### config.mk
export PLATFORM = sky130hd
export DESIGN_NAME = scc_serial
export DESIGN_NICKNAME = d
export VERILOG_FILES = /design/src/include/scc_pkg.sv /design/src/scc_baud_gen.sv /design/src/scc_bit_timer.sv /design/src/scc_serial.sv
export SDC_FILE = /design/constraint.sdc
export NUM_CORES = 1
export LEC_CHECK = 0
export BUFFER_PORTS_ARGS = -buffer_cell sky130_fd_sc_hd__buf_2
export CORE_ASPECT_RATIO = 0.6
export CORE_MARGIN = 4
export CORE_UTILIZATION = 40
export CTS_CLUSTER_DIAMETER = 30
export CTS_CLUSTER_SIZE = 14
export DETAILED_ROUTE_END_ITERATION = 7
export REMOVE_ABC_BUFFERS = 1
export SLEW_MARGIN = 30
export SYNTH_ARGS = -nofsm -noshare
export SYNTH_HDL_FRONTEND = slang
export SYNTH_SLANG_ARGS = --single-unit
### constraint.sdc
create_clock -name core_clk -period 10.1 [get_ports core_clk]
set_input_delay 0 -clock core_clk [delete_from_list [all_inputs] [get_ports core_clk]]
set_output_delay 0 -clock core_clk [all_outputs]
set_load 0.02 [all_outputs]
### src/include/scc_pkg.sv
/*
  scc_pkg: shared constants, types and helpers of the serial character and
  clock configuration block. Assumes an 8-bit register port and one core clock.
*/
package scc_pkg;

  // register offsets
  localparam logic [7:0] OFS_MATCH = 8'hf6;
  localparam logic [7:0] OFS_STATUS = 8'hf7;
  localparam logic [7:0] OFS_DATA = 8'hf8;
  localparam logic [7:0] OFS_AUX = 8'hf9;
  localparam logic [7:0] OFS_CHAR_FMT = 8'hfa;
  localparam logic [7:0] OFS_CLOCK = 8'hfb;
  localparam logic [7:0] OFS_DIV_HI = 8'hfc;
  localparam logic [7:0] OFS_DIV_LO = 8'hfd;

  // values after reset, and the aux_ctrl write mask
  localparam logic [7:0] RST_CHAR_FMT = 8'h00;
  localparam logic [7:0] RST_CLOCK = 8'h00;
  localparam logic [15:0] RST_DIV = 16'h0000;
  localparam logic [7:0] RST_AUX = 8'h00;
  localparam logic [7:0] RST_MATCH = 8'h00;
  localparam logic [7:0] AUX_WMASK = 8'ha3;

  // char_format_cfg fields
  localparam int B_ADDR_SEL = 7;
  localparam int B_PAR_KIND = 6;
  localparam int B_PAR_ON = 5;
  localparam int B_EXTRA = 4;
  // clock_cfg fields
  localparam int B_RX_EXT = 5;
  localparam int B_BG_SRC = 4;
  localparam int B_DIV_MODE = 3;
  localparam int B_ECHO = 2;
  localparam int B_LOOP = 1;
  localparam int B_STICK = 0;
  // aux_ctrl fields
  localparam int B_QUAL = 7;
  localparam int B_TX_ADDR = 5;
  localparam int B_PIN_LVL = 2;
  localparam int B_PIN_DRV = 1;
  localparam int B_PIN_VAL = 0;

  // counts
  localparam logic [5:0] TICKS_16X = 6'h10;
  localparam logic [5:0] TICKS_1X = 6'h01;
  localparam logic [15:0] DIV_MIN = 16'h0002;
  localparam logic [3:0] WL_BASE = 4'h5;
  localparam logic [5:0] STOP_16X [4] = '{6'h10, 6'h18, 6'h20, 6'h28};
  localparam logic [5:0] STOP_1X [4] = '{6'h01, 6'h02, 6'h02, 6'h03};

  typedef enum logic [2:0] {TX_IDLE, TX_START, TX_DATA, TX_PAR, TX_ADDR, TX_STOP} scc_tx_type;
  typedef enum logic [2:0] {RX_IDLE, RX_START, RX_DATA, RX_PAR, RX_ADDR, RX_STOP} scc_rx_type;

  // data bits of a character
  function automatic logic [3:0] data_len(input logic [1:0] wl);
    return WL_BASE + {2'b00, wl};
  endfunction

  // stop length in bit-clock ticks
  function automatic logic [5:0] stop_ticks(input logic one_x, input logic [1:0] sel);
    return one_x ? STOP_1X[sel] : STOP_16X[sel];
  endfunction

  // parity bit over the low len data bits only
  function automatic logic par_bit(input logic [7:0] d, input logic [3:0] len,
                                   input logic even);
    logic x;
    x = ^(d & ~(8'hff << len));
    return even ? x : ~x;
  endfunction

endpackage

### src/scc_baud_gen.sv
/*
  scc_baud_gen: 16-bit divide-by-N generator. Assumes src_en pulses once per
  input clock event and load pulses on any divisor byte write.
*/
`timescale 1ns/1ps
module scc_baud_gen (
  // clock and reset
  input wire logic core_clk,
  input wire logic rst_n,
  // control
  input wire logic src_en,
  input wire logic [15:0] divisor,
  input wire logic load,
  // outputs
  output logic tick,
  output logic level_ff
);
  import scc_pkg::*;

  logic [15:0] cnt_ff;
  logic run;

  // divisors 0 and 1 stop the generator
  // RULE16 stop on small divisor
  assign run = (divisor >= DIV_MIN);
  assign tick = run & src_en & ~load & (cnt_ff == 16'h0000);

  // down counter, restarted at once on a divisor write
  always_ff @(posedge core_clk or negedge rst_n) begin
    if (!rst_n) begin
      cnt_ff <= 16'h0000;
      level_ff <= 1'b0;
    end else begin
      // RULE15 immediate divisor load
      if (load) begin
        cnt_ff <= 16'h0000;
      end else if (!run) begin
        cnt_ff <= 16'h0000;
      end else if (src_en) begin
        // RULE14 divide by n
        cnt_ff <= (cnt_ff == 16'h0000) ? divisor - 16'h0001 : cnt_ff - 16'h0001;
      end
      level_ff <= run & (cnt_ff >= (divisor >> 1));
    end
  end

endmodule // scc_baud_gen

### src/scc_bit_timer.sv
/*
  scc_bit_timer: counts ticks within one bit cell and flags its middle and
  end. Assumes clear is held while the owning engine is idle.
*/
`timescale 1ns/1ps
module scc_bit_timer (
  // clock and reset
  input wire logic core_clk,
  input wire logic rst_n,
  // control
  input wire logic tick,
  input wire logic clear,
  input wire logic [5:0] len,
  // strobes
  output logic mid,
  output logic done
);
  import scc_pkg::*;

  logic [5:0] count_ff;

  // middle and end of the cell
  assign mid = tick & ~clear & (count_ff == (len >> 1));
  assign done = tick & ~clear & (count_ff == len - 6'h01);

  // cell counter
  always_ff @(posedge core_clk or negedge rst_n) begin
    if (!rst_n) begin
      count_ff <= 6'h00;
    end else if (clear || done) begin
      count_ff <= 6'h00;
    end else if (tick) begin
      count_ff <= count_ff + 6'h01;
    end
  end

endmodule // scc_bit_timer

### src/scc_serial.sv
/*
  scc_serial: character format, clock configuration, baud generator, transmit
  and receive engines with echo and loopback. Assumes an 8-bit register port
  with one-cycle strobes and serial pins synchronous to core_clk.
*/
// Local design decision: strobed register access.
// Summary of operation
// RULE1 - parity select 0 means odd, 1 means even, both directions.
// RULE2 - parity generated and checked after data, before address bit and stop.
// RULE3 - parity covers data and parity bit only, never the ninth bit.
// RULE4 - address option adds one bit between parity and first stop bit.
// RULE5 - stop field gives 1,1.5,2,2.5 bits in 16x; 1,2,2,3 in 1x.
// RULE6 - word length field gives five to eight data bits.
// RULE7 - transmit clock select: pin i/o, clock input, baud out, sync out.
// RULE8 - external receive clock drives receiver at 16x or 1x rate.
// RULE9 - baud source select picks receive-clock pin or system clock.
// RULE10 - divisor mode 1 gives 1x timing, 0 gives sixteen ticks per bit.
// RULE11 - auto echo drives serial output from serial input, receiver still runs.
// RULE12 - loopback holds output high and feeds transmitter into receiver.
// RULE13 - stick parity inverts the selected parity type in both directions.
// RULE14 - baud generator is a 16-bit divide-by-n counter, two byte registers.
// RULE15 - divisor write loads the counter immediately.
// RULE16 - divisor 0 or 1 stops the baud generator.
// RULE17 - clock configuration resets to all zeros.
// RULE18 - address select combines with the qualifier to choose detection.
// RULE19 - codes: ninth bit, match, match and ninth, match after break.
// RULE20 - in 16x the receiver samples each bit near its middle.
`timescale 1ns/1ps
module scc_serial (
  // clock and reset
  input wire logic core_clk,
  input wire logic arst_n,
  // register port
  input wire logic [7:0] reg_addr,
  input wire logic [7:0] reg_wdata,
  input wire logic reg_wr,
  input wire logic reg_rd,
  output logic [7:0] reg_rdata,
  // serial data pins
  input wire logic serial_in_pin,
  output logic serial_out_pin,
  // two-way clock pin
  input wire logic clk_pin_in,
  output logic clk_pin_out,
  output logic clk_pin_oe_n,
  // external receive clock pin
  input wire logic rx_clk_pin
);
  import scc_pkg::*;

  // reset release synchroniser
  logic rst_meta_ff;
  logic rst_sync_ff;
  logic rst_n;

  always_ff @(posedge core_clk or negedge arst_n) begin
    if (!arst_n) begin
      rst_meta_ff <= 1'b0;
      rst_sync_ff <= 1'b0;
    end else begin
      rst_meta_ff <= 1'b1;
      rst_sync_ff <= rst_meta_ff;
    end
  end
  assign rst_n = rst_sync_ff;

  // registers
  logic [7:0] char_fmt_ff;
  logic [7:0] clock_cfg_ff;
  logic [15:0] div_ff;
  logic [7:0] aux_ff;
  logic [7:0] match_ff;
  logic [7:0] tx_data_ff;
  logic tx_pend_ff;
  logic [7:0] rx_data_ff;
  logic [4:0] stat_ff;
  logic [7:0] rdata_ff;
  logic serial_out_ff;
  logic clk_out_ff;
  logic clk_oe_n_ff;

  // write decode
  logic wr_fmt, wr_clk, wr_hi, wr_lo, wr_aux, wr_match, wr_data, wr_stat;
  assign wr_fmt = reg_wr & (reg_addr == OFS_CHAR_FMT);
  assign wr_clk = reg_wr & (reg_addr == OFS_CLOCK);
  assign wr_hi = reg_wr & (reg_addr == OFS_DIV_HI);
  assign wr_lo = reg_wr & (reg_addr == OFS_DIV_LO);
  assign wr_aux = reg_wr & (reg_addr == OFS_AUX);
  assign wr_match = reg_wr & (reg_addr == OFS_MATCH);
  assign wr_data = reg_wr & (reg_addr == OFS_DATA);
  assign wr_stat = reg_wr & (reg_addr == OFS_STATUS);

  // configuration fields
  logic mode_1x, par_on, extra_on, loop_on, echo_on, even_eff;
  logic [1:0] tx_sel;
  logic [3:0] wlen;
  logic [5:0] bit_ticks;
  assign par_on = char_fmt_ff[B_PAR_ON];
  assign extra_on = char_fmt_ff[B_EXTRA];
  assign loop_on = clock_cfg_ff[B_LOOP];
  assign echo_on = clock_cfg_ff[B_ECHO];
  assign tx_sel = clock_cfg_ff[7:6];
  // RULE6 word length
  assign wlen = data_len(char_fmt_ff[1:0]);
  // RULE10 divisor mode
  assign mode_1x = clock_cfg_ff[B_DIV_MODE];
  assign bit_ticks = mode_1x ? TICKS_1X : TICKS_16X;
  // RULE1 parity kind
  // RULE13 stick inverts kind
  assign even_eff = char_fmt_ff[B_PAR_KIND] ^ clock_cfg_ff[B_STICK];

  // configuration registers
  always_ff @(posedge core_clk or negedge rst_n) begin
    if (!rst_n) begin
      char_fmt_ff <= RST_CHAR_FMT;
      // RULE17 clock config clear
      clock_cfg_ff <= RST_CLOCK;
      div_ff <= RST_DIV;
      match_ff <= RST_MATCH;
    end else begin
      if (wr_fmt) char_fmt_ff <= reg_wdata;
      if (wr_clk) clock_cfg_ff <= reg_wdata;
      // RULE14 two divisor bytes
      if (wr_hi) div_ff[15:8] <= reg_wdata;
      if (wr_lo) div_ff[7:0] <= reg_wdata;
      if (wr_match) match_ff <= reg_wdata;
    end
  end

  // external clock edges; pins are already synchronous
  logic tclk_d_ff, rclk_d_ff, tclk_rise, rclk_rise;
  always_ff @(posedge core_clk or negedge rst_n) begin
    if (!rst_n) begin
      tclk_d_ff <= 1'b0;
      rclk_d_ff <= 1'b0;
    end else begin
      tclk_d_ff <= clk_pin_in;
      rclk_d_ff <= rx_clk_pin;
    end
  end
  assign tclk_rise = clk_pin_in & ~tclk_d_ff;
  assign rclk_rise = rx_clk_pin & ~rclk_d_ff;

  // baud generator
  logic bg_src_en, baud_tick, baud_level;
  // RULE9 baud source
  assign bg_src_en = clock_cfg_ff[B_BG_SRC] ? rclk_rise : 1'b1;

  scc_baud_gen u_baud (
    .core_clk(core_clk),
    .rst_n(rst_n),
    .src_en(bg_src_en),
    .divisor(div_ff),
    .load(wr_hi | wr_lo),
    .tick(baud_tick),
    .level_ff(baud_level)
  );

  // engine clocks
  logic tx_tick, rx_tick;
  // RULE7 transmit clock input
  assign tx_tick = (tx_sel == 2'b01) ? tclk_rise : baud_tick;
  // RULE8 external receive clock
  assign rx_tick = clock_cfg_ff[B_RX_EXT] ? rclk_rise : baud_tick;

  // transmitter
  scc_tx_type tx_state_ff;
  logic [7:0] tx_shift_ff;
  logic [3:0] tx_idx_ff;
  logic tx_par_ff, tx_addr_ff, tx_line_ff;
  logic tx_done, tx_idle, tx_load;
  logic [5:0] tx_len;
  assign tx_idle = (tx_state_ff == TX_IDLE);
  assign tx_load = tx_tick & tx_idle & tx_pend_ff;
  // RULE5 stop length
  assign tx_len = (tx_state_ff == TX_STOP) ? stop_ticks(mode_1x, char_fmt_ff[3:2]) : bit_ticks;

  scc_bit_timer u_tx_timer (
    .core_clk(core_clk),
    .rst_n(rst_n),
    .tick(tx_tick),
    .clear(tx_idle),
    .len(tx_len),
    .mid(),
    .done(tx_done)
  );

  // holding register; a new write in the load cycle is kept
  always_ff @(posedge core_clk or negedge rst_n) begin
    if (!rst_n) begin
      tx_data_ff <= 8'h00;
      tx_pend_ff <= 1'b0;
    end else begin
      if (wr_data) tx_data_ff <= reg_wdata;
      tx_pend_ff <= wr_data | (tx_pend_ff & ~tx_load);
    end
  end

  // transmit sequence, one cell per state step
  always_ff @(posedge core_clk or negedge rst_n) begin
    if (!rst_n) begin
      tx_state_ff <= TX_IDLE;
      tx_shift_ff <= 8'h00;
      tx_idx_ff <= 4'h0;
      tx_par_ff <= 1'b0;
      tx_addr_ff <= 1'b0;
      tx_line_ff <= 1'b1;
    end else if (tx_load) begin
      tx_state_ff <= TX_START;
      tx_shift_ff <= tx_data_ff;
      tx_idx_ff <= 4'h0;
      // RULE3 data bits only
      tx_par_ff <= par_bit(tx_data_ff, wlen, even_eff);
      tx_addr_ff <= aux_ff[B_TX_ADDR];
      tx_line_ff <= 1'b0;
    end else if (tx_done) begin
      case (tx_state_ff)
        TX_START: begin
          tx_state_ff <= TX_DATA;
          tx_line_ff <= tx_shift_ff[0];
        end
        TX_DATA: begin
          if (tx_idx_ff == wlen - 4'h1) begin
            // RULE2 parity after data
            if (par_on) begin
              tx_state_ff <= TX_PAR;
              tx_line_ff <= tx_par_ff;
            end else if (extra_on) begin
              tx_state_ff <= TX_ADDR;
              tx_line_ff <= tx_addr_ff;
            end else begin
              tx_state_ff <= TX_STOP;
              tx_line_ff <= 1'b1;
            end
          end else begin
            tx_idx_ff <= tx_idx_ff + 4'h1;
            tx_shift_ff <= tx_shift_ff >> 1;
            tx_line_ff <= tx_shift_ff[1];
          end
        end
        TX_PAR: begin
          // RULE4 extra bit before stop
          tx_state_ff <= extra_on ? TX_ADDR : TX_STOP;
          tx_line_ff <= extra_on ? tx_addr_ff : 1'b1;
        end
        TX_ADDR: begin
          tx_state_ff <= TX_STOP;
          tx_line_ff <= 1'b1;
        end
        TX_STOP: begin
          tx_state_ff <= TX_IDLE;
          tx_line_ff <= 1'b1;
        end
        default: begin
          tx_state_ff <= TX_IDLE;
          tx_line_ff <= 1'b1;
        end
      endcase
    end
  end

  // receive input selection
  logic rx_in;
  // RULE12 loop transmitter back
  assign rx_in = loop_on ? tx_line_ff : serial_in_pin;

  // receiver
  scc_rx_type rx_state_ff;
  logic [7:0] rx_shift_ff;
  logic [3:0] rx_idx_ff;
  logic rx_par_ok_ff, rx_nine_ff, rx_zero_ff, after_brk_ff;
  logic rx_mid, rx_done, rx_idle, rx_end, last_data;
  assign rx_idle = (rx_state_ff == RX_IDLE);
  assign last_data = (rx_idx_ff == wlen - 4'h1);

  scc_bit_timer u_rx_timer (
    .core_clk(core_clk),
    .rst_n(rst_n),
    .tick(rx_tick),
    .clear(rx_idle),
    .len(bit_ticks),
    .mid(rx_mid),
    .done(rx_done)
  );

  // character end is the middle of the first stop bit
  assign rx_end = (rx_state_ff == RX_STOP) & rx_mid;

  // address detection
  logic [7:0] len_mask;
  logic rx_match, addr_event, brk_event;
  logic [1:0] addr_code;
  assign len_mask = ~(8'hff << wlen);
  assign rx_match = ((rx_shift_ff ^ match_ff) & len_mask) == 8'h00;
  // RULE18 qualifier with select
  assign addr_code = {aux_ff[B_QUAL], char_fmt_ff[B_ADDR_SEL]};
  // RULE19 detection coding
  assign addr_event = (addr_code == 2'b00) ? rx_nine_ff :
                      (addr_code == 2'b01) ? rx_match :
                      (addr_code == 2'b10) ? (rx_match & rx_nine_ff) :
                      (rx_match & after_brk_ff);
  assign brk_event = rx_zero_ff & ~rx_in;

  // receive sequence; sample at cell middle, advance at cell end, leave stop at its middle
  always_ff @(posedge core_clk or negedge rst_n) begin
    if (!rst_n) begin
      rx_state_ff <= RX_IDLE;
      rx_shift_ff <= 8'hff;
      rx_idx_ff <= 4'h0;
      rx_par_ok_ff <= 1'b1;
      rx_nine_ff <= 1'b0;
      rx_zero_ff <= 1'b0;
    end else begin
      case (rx_state_ff)
        RX_IDLE: begin
          if (rx_tick && !rx_in) begin
            rx_state_ff <= mode_1x ? RX_DATA : RX_START;
            rx_shift_ff <= 8'hff;
            rx_idx_ff <= 4'h0;
            rx_par_ok_ff <= 1'b1;
            rx_nine_ff <= 1'b0;
            rx_zero_ff <= 1'b1;
          end
        end
        RX_START: begin
          // RULE20 mid-cell start check
          if (rx_mid && rx_in) begin
            rx_state_ff <= RX_IDLE;
          end else if (rx_done) begin
            rx_state_ff <= RX_DATA;
          end
        end
        RX_DATA: begin
          // RULE20 mid-cell data sample
          if (rx_mid) begin
            rx_shift_ff[rx_idx_ff[2:0]] <= rx_in;
            rx_zero_ff <= rx_zero_ff & ~rx_in;
          end
          if (rx_done) begin
            rx_idx_ff <= rx_idx_ff + 4'h1;
            if (last_data) begin
              rx_state_ff <= par_on ? RX_PAR : (extra_on ? RX_ADDR : RX_STOP);
            end
          end
        end
        RX_PAR: begin
          // RULE2 check received parity
          if (rx_mid) begin
            rx_par_ok_ff <= (rx_in == par_bit(rx_shift_ff, wlen, even_eff));
            rx_zero_ff <= rx_zero_ff & ~rx_in;
          end
          if (rx_done) rx_state_ff <= extra_on ? RX_ADDR : RX_STOP;
        end
        RX_ADDR: begin
          // RULE4 capture ninth bit
          if (rx_mid) begin
            rx_nine_ff <= rx_in;
            rx_zero_ff <= rx_zero_ff & ~rx_in;
          end
          if (rx_done) rx_state_ff <= RX_STOP;
        end
        RX_STOP: begin
          if (rx_mid) rx_state_ff <= RX_IDLE;
        end
        default: rx_state_ff <= RX_IDLE;
      endcase
    end
  end

  // received character and break memory
  always_ff @(posedge core_clk or negedge rst_n) begin
    if (!rst_n) begin
      rx_data_ff <= 8'hff;
      after_brk_ff <= 1'b0;
    end else if (rx_end) begin
      rx_data_ff <= rx_shift_ff;
      after_brk_ff <= brk_event;
    end
  end

  // sticky status; hardware set wins over a clearing write
  logic [4:0] stat_set, stat_clr;
  assign stat_set = rx_end ? {brk_event, addr_event, ~rx_in, par_on & ~rx_par_ok_ff, 1'b1}
                           : 5'h00;
  assign stat_clr = wr_stat ? ~reg_wdata[4:0] : 5'h00;

  always_ff @(posedge core_clk or negedge rst_n) begin
    if (!rst_n) begin
      stat_ff <= 5'h00;
      aux_ff <= RST_AUX;
    end else begin
      stat_ff <= (stat_ff & ~stat_clr) | stat_set;
      // address bit to send is dropped once taken, unless rewritten
      if (wr_aux) begin
        aux_ff <= reg_wdata & AUX_WMASK;
      end else if (tx_load) begin
        aux_ff[B_TX_ADDR] <= 1'b0;
      end
    end
  end

  // read selection; unmapped offsets read zero
  logic [7:0] rd_val, aux_rd;
  assign aux_rd = (aux_ff & AUX_WMASK) | ({7'h00, clk_pin_in} << B_PIN_LVL);
  assign rd_val = (reg_addr == OFS_CHAR_FMT) ? char_fmt_ff :
                  (reg_addr == OFS_CLOCK) ? clock_cfg_ff :
                  (reg_addr == OFS_DIV_HI) ? div_ff[15:8] :
                  (reg_addr == OFS_DIV_LO) ? div_ff[7:0] :
                  (reg_addr == OFS_AUX) ? aux_rd :
                  (reg_addr == OFS_MATCH) ? match_ff :
                  (reg_addr == OFS_DATA) ? rx_data_ff :
                  (reg_addr == OFS_STATUS) ? {1'b0, tx_idle, ~tx_pend_ff, stat_ff} :
                  8'h00;

  // read data stands only in the cycle after the strobe
  always_ff @(posedge core_clk or negedge rst_n) begin
    if (!rst_n) begin
      rdata_ff <= 8'h00;
    end else begin
      rdata_ff <= reg_rd ? rd_val : 8'h00;
    end
  end
  assign reg_rdata = rdata_ff;

  // output pins, registered to keep them glitch free
  logic nxt_serial_out, nxt_clk_out, nxt_clk_oe_n;
  // RULE12 loopback holds output high
  // RULE11 echo input to output
  assign nxt_serial_out = loop_on ? 1'b1 : (echo_on ? serial_in_pin : tx_line_ff);
  // RULE7 clock pin function
  assign nxt_clk_oe_n = (tx_sel == 2'b00) ? ~aux_ff[B_PIN_DRV] : (tx_sel == 2'b01);
  assign nxt_clk_out = (tx_sel == 2'b00) ? aux_ff[B_PIN_VAL] :
                       (tx_sel == 2'b10) ? baud_level :
                       (tx_sel == 2'b11) ? (tx_idle | baud_level) : 1'b0;

  always_ff @(posedge core_clk or negedge rst_n) begin
    if (!rst_n) begin
      serial_out_ff <= 1'b1;
      clk_out_ff <= 1'b0;
      clk_oe_n_ff <= 1'b1;
    end else begin
      serial_out_ff <= nxt_serial_out;
      clk_out_ff <= nxt_clk_out;
      clk_oe_n_ff <= nxt_clk_oe_n;
    end
  end
  assign serial_out_pin = serial_out_ff;
  assign clk_pin_out = clk_out_ff;
  assign clk_pin_oe_n = clk_oe_n_ff;

endmodule // scc_serial

Word level (Yosys, flattened, before mapping)
Cells that the tools add are included.
W data, S select, Z words.
{ "classes": {"bitwise": 54, "mul": 0, "reduce_logical": 32, "div": 0, "order_cmp": 5, "muxes": 92, "n_eq_ne": 43, "addsub": 10, "shifts": 1} }
{ "ops": {"columns": ["op", "n"], "rows": [
  ["$mux W8", 14],
  ["$eq A8 B8 Y1 const B", 8],
  ["$mux W16", 4],
  ["$mux W6", 10],
  ["$mux W3", 12],
  ["$sub A16 B1 Y16 const B", 2],
  ["$mux W1", 29],
  ["$and A1 B1 Y1", 27],
  ["$and A8 B8 Y8", 3],
  ["$bmux W6 S2", 2],
  ["$mux W4", 6],
  ["$pmux W3 S6", 1],
  ["$reduce_and A3 Y1", 6],
  ["$reduce_bool A2 Y1", 9],
  ["$ge A16 B15 Y1", 1],
  ["$ge A16 B2 Y1 const B", 1],
  ["$logic_not A16 Y1", 1],
  ["$pmux W8 S2", 1],
  ["$reduce_xor A8 Y1", 2],
  ["$mux W5", 3],
  ["$ne A2 B2 Y1 const B", 7],
  ["$add A6 B1 Y6 const B", 2],
  ["$eq A3 B2 Y1 const B", 4],
  ["$eq A3 B3 Y1 const B", 4],
  ["47 further kinds", 78]
]} }
{ "word_totals": {"register_bits": 147, "latch_bits": 0, "mem_count": 0, "rom_bits": 0, "output_inout_bits": 11, "ram_bits": 0} }

Logic depth before layout (Yosys ltp)
{ "logic_depth": {"depth_word": 12, "mapped_depth": 16, "depth_no_buf": 13} }

Hierarchy
A second synthesis with hierarchy kept.
{ "hier_totals": {"cells_unflattened": 954, "area_unflattened_um2": 9021.2} }
{ "by_module_without_submodules": {"columns": ["module", "area_per_inst_um2", "cells_each", "n_inst", "seq_area_each_um2"], "rows": [
  ["scc_serial", 6147.1, 614, 1, 2977.9],
  ["scc_baud_gen", 1778.0, 220, 1, 425.4],
  ["scc_bit_timer", 548.0, 60, 2, 150.1]
]} }

Worst setup path before layout
OpenSTA, ideal clock, no wires.
{ "synth_path": {"path_kind": "register -> register", "start": "register u_baud.cnt_ff[9]", "end": "register u_baud.cnt_ff[8]", "synth_period_minus_slack_ns": 3.217, "arrival_ns": 3.135, "setup_ns": 0.082, "stages_incl_launch_ff": 12, "setup_slack_ns": 6.883, "path_buffers": 1, "path_cell_list": "dfrtp_1 > nor4_1 > nand3_1 > nor2_1 > clkbuf_1 > a21oi_1 > ha_1 > o211ai_1 > nor4_1 > nor4b_1 > or4_1 > a31oi_1"} }
{ "synth_between": {"elab_chain_cells": 5} }
{ "synth_rtl": {"columns": ["item", "line_no", "text"], "rows": [
  ["from (decl)", "scc_baud_gen.sv:20", "logic [15:0] cnt_ff;"],
  ["from (signal assigned)", "scc_baud_gen.sv:41", "cnt_ff <= (cnt_ff == 16'h0000) ? divisor - 16'h0001 : cnt_ff - 16'h0001;"],
  ["$logic_not A16 Y1", "scc_baud_gen.sv:41", null],
  ["$mux W16", "scc_baud_gen.sv:41", null],
  ["$mux W16", "scc_baud_gen.sv:39", "end else if (src_en) begin"],
  ["$mux W16", "scc_baud_gen.sv:37", "end else if (!run) begin"],
  ["$mux W16", "scc_baud_gen.sv:35", "if (load) begin"]
]} }
Every way passes these cells. The select of a mux whose other input is x is not followed.
A chain may end at the register's enable or synchronous reset.

Worst setup path in the final report
{ "layout_path": {"start": "register u_baud.cnt_ff[1]", "end": "register tx_shift_ff[6]"} }
{ "layout_between": {"elab_chain_cells": 7, "elab_cells_between_ends": 12, "cone_classes": "1 x eq/ne; 2 x mux; 5 x bitwise; 4 x reduce/logical"} }
{ "layout_rtl": {"columns": ["item", "line_no", "text"], "rows": [
  ["$logic_not A16 Y1 (*)", "scc_baud_gen.sv:26", "assign tick = run & src_en & ~load & (cnt_ff == 16'h0000);"],
  ["$and A1 B1 Y1 (*)", "scc_baud_gen.sv:26", null],
  ["$mux W1 (*)", "scc_serial.sv:162", "assign tx_tick = (tx_sel == 2'b01) ? tclk_rise : baud_tick;"],
  ["$and A1 B1 Y1, on equally long branches", null, null],
  ["$and A1 B1 Y1, on equally long branches", "scc_serial.sv:174, scc_bit_timer.sv:24", null],
  ["$ne A2 B2 Y1 (no source line) or $reduce_bool A2 Y1 (tied branches)", null, null],
  ["$reduce_and A3 Y1 (no source line)", null, null],
  ["to (signal assigned)", "scc_serial.sv:210", "tx_shift_ff <= tx_data_ff;"],
  ["to (signal assigned)", "scc_serial.sv:237", "tx_shift_ff <= tx_shift_ff >> 1;"],
  ["to (decl)", "scc_serial.sv:168", "logic [7:0] tx_shift_ff;"]
]} }
Mark *: on every way between the ends. The rest lies on a longest branch, timed or not.

==> impl_metrics.toml <==
[routing]
viasPerCell = 5.75
wl_mm = 24.1
routedWlPerCell_um = 20.0
antenna_left = 0
route.detailed.drc = 0
drt-initial-drc-count = 770
drtPass1Iterations = 6
vias = 6900

[clock_tree]
clock_sinks = 147
post_cts_buffers = 0
cts_inserted_buffers = 17
clock_path_buffers = 2
clkSlewWorstSetupHoldPaths_ns = 0.06
cts_root_buffer = "clkbuf_16"
clk_latency_ns = 0.44
h-tree-depth = 4
cts_tree = "done"

[timing]
fmax_mhz = 289
layout_min_cycle_time_ns = 3.46
rsz0062_at_grt = "false"
hold_viol = 0
max_slew.worst_pin.slew_ns = 0.960
setup_viol = 0
setup_ws_ns = 6.64
setup_tns_ns = 0
relSlewSlack_pct = 34.4
fin_skew_ns = 0.0142
period_share_pct = 34.3
drv_slew = 0

[placed_design]
portBuffers = 33
pre_cts_slack_ns = 6.69
globalplace.congestion = 0.911
dpl.hpwl_mm = 17.3
place_area_um2 = 8980

[critical_path]
r2r_start = "u_baud.cnt_ff[1]"
crit_family = "simple AND/OR/NAND/NOR gates"
crit_buf_inv = 1
reg2reg_setup_slack_ns = 6.64
cp-start-kind = "register"
cp-end-kind = "register"
cp.required_ns = 10.39
cp_slowest_cell = "and4b_1"
critPathLaunch = "u_baud.cnt_ff[1]"
worstRegToRegCells = 8
path_cells = "nor4_1 -> and2_1 -> nand2_1 -> o41ai_2 -> buf_4 -> and4b_1 -> mux2i_1 -> o21ai_0"
cp_num_cells = 8
critPathArrivalTime_ns = 3.75
slowest_delay_ns = 0.64
cp_max_fo = 12
critPathKind = "reg2reg"

[synth]
synthesis.yosys.warnings = 0
synth.distinct_cells = 75
synth-edff-count = 0
synth_area_leader_cell = "dfrtp_1"
ys_top_cells_by_count = "127 x dfrtp_1, 85 x nand2_1, 65 x mux2_2, 59 x nor2_1, 52 x o21ai_0"
synth_most_common_cell = "dfrtp_1"
avgSynthCellArea_um2 = 9.78
ys_ff_latch = 147
yosys_most_used_dff = "dfrtp_1"
synth_area_um2 = 8570
synth_top_area_share_pct = 37.1
ys_seq_area_share_pct = 43.2
async_reset_ff_share_pct = 100
synth_cells = 876
synthTopCellsByArea = "dfrtp_1 37%, mux2_2 8.5%, dfstp_2 6.1%, ha_1 4.1%, nand2_1 3.7%"

[floorplan]
die-area_um2 = 23900
rows = 41
core-area_um2 = 21000
start_util_pct = 40.7
die_w_um = 197
pin_count = 34
die_y_um = 121

[power_and_ir_drop]
power.total_mw = 2.10
leakagePower_nw = 4.24
power_density_nw_per_um2 = 216
ir_drop_uv = 128

[layout]
stdcell_area_um2 = 9700
multiInputGateArea_um2 = 4580
fin_util_pct = 46.1
final_layout_size_suffix_gt1_share_pct = 19.6
fillers = 2014
diodes = 0
seqCellArea_um2 = 3710
fin_nets = 960
area_growth_pct = 13.2

[min_path]
hold_depth = 2
hold_path.class = "in2reg"
worstHoldStart = "reg_wdata[2]"

[global_route]
track_usage_pct = 20.9
antenna_found_initial = 0
grt_pass1_wl_mm = 38.5
grt_start_max_net_pins = 74
grt-ovfl-total = 0
grt_pass1_vias = 6453

[outcome]
run_status = "finished, final reports clean"

[run]
maxCapViolations = 0
placed cells by master, fill, tap and decap left out, drive strengths merged, types with 6 or more instances in the layout:
master	Yosys	routed
dfrtp	127	127
dfstp	20	20
and3	12	12
inv	33	34
dlygate4sd3	0	12
nand2	86	86
nand2b	7	7
xnor2	29	29
xor2	15	15
a21o	8	8
a31oi	9	9
nand3b	8	8
o211ai	13	13
nand3	20	20
clkinv	0	6
mux2i	25	25
nor4	11	11
buf	7	41
and2	8	8
or3	7	7
nor2	65	65
mux2	65	65
nor2b	10	10
o31ai	7	7
a22oi	6	6
a21oi	46	46
a211oi	11	11
ha	28	28
nand4	11	11
nor3	19	19
or4	6	6
clkbuf	32	18
o22a	8	8
o21ai	52	52
sequential cells by signal, summed over array words and instances (netlist names), 6 cells and up:
register	flops
rx_shift_ff	8
tx_data_ff	8
div_ff	16
u_tx_timer.count_ff	6
u_baud.cnt_ff	16
u_rx_timer.count_ff	6
tx_shift_ff	8
reg_rdata	8
rx_data_ff	8
char_fmt_ff	8
match_ff	8
clock_cfg_ff	8
cells by family (layout without fill, tap and decap cells):
group / count (synthesis) / in the layout / share of synthesized area [%]
adder cells (fa/ha/maj): 28 / 28 / 4.09
other: 1 / 1 / 0.0438
AO/OA/AOI/OAI: 204 / 204 / 15.6
flip-flops: 147 / 147 / 43.2
multiplexers: 91 / 91 / 11.7
buffers and inverters: 72 / 118 / 3.46
XOR/XNOR: 44 / 44 / 4.50
AND/OR/NAND/NOR: 289 / 289 / 17.3
worst register-to-register path, stage by stage, from the launching register on:
cell,delay (ns)
dfrtp_1,0.43
nor4_1,0.61
and2_1,0.30
nand2_1,0.32
o41ai_2,0.42
buf_4,0.24
and4b_1,0.64
mux2i_1,0.28
o21ai_0,0.09
through the flow:
stage | hold WS (ns) | std cells
4_1_cts | 0.00201 | 1201
5_1_grt | 0.0489 | 1201
3_5_place_dp | -0.212 | 1157
6_report | 0.0574 | 1201
3_3_place_gp | -0.212 | 1157
2_1_floorplan | -0.296 | 837
power breakdown:
| part | internal, mW | switching, mW |
|---|---|---|
| Combinational | 0.268 | 0.393 |
| Clock | 0.387 | 0.262 |
| Sequential | 0.674 | 0.116 |
| Total | 1.33 | 0.770 |
path summary, 6_finish.rpt:
| kind | end |
|---|---|
| min in group asynchronous | rx_idx_ff[2] |
| worst max-delay path | tx_shift_ff[6] |
| worst min-delay path | div_ff[2] |
| worst max register to register | tx_shift_ff[6] |
| max in group asynchronous | div_ff[6] |
| worst min register to register | rx_idx_ff[2] |
cell type report:
type	count	share of cell area, %
flip-flops and latches	147	38.2
clock buffers	18	4.42
well taps	279	3.60
inverters	33	1.28
clock inverters	14	1.68
repair buffers	53	3.60
multi-input cells	657	47.2
routing by layer:
metal,routed length [um],GRT usage [%]
met1,12700,34.2
met2,9080,25.9
met3,2120,6.41
met4,208,4.59
met5,0,0
repair_timing:
action | CTS | global route
endpoints found under the hold margin | 49 | 0
gates resized for setup | 0 | 0
hold buffers | 12 | 0
(Power assumes the default switching activity.)
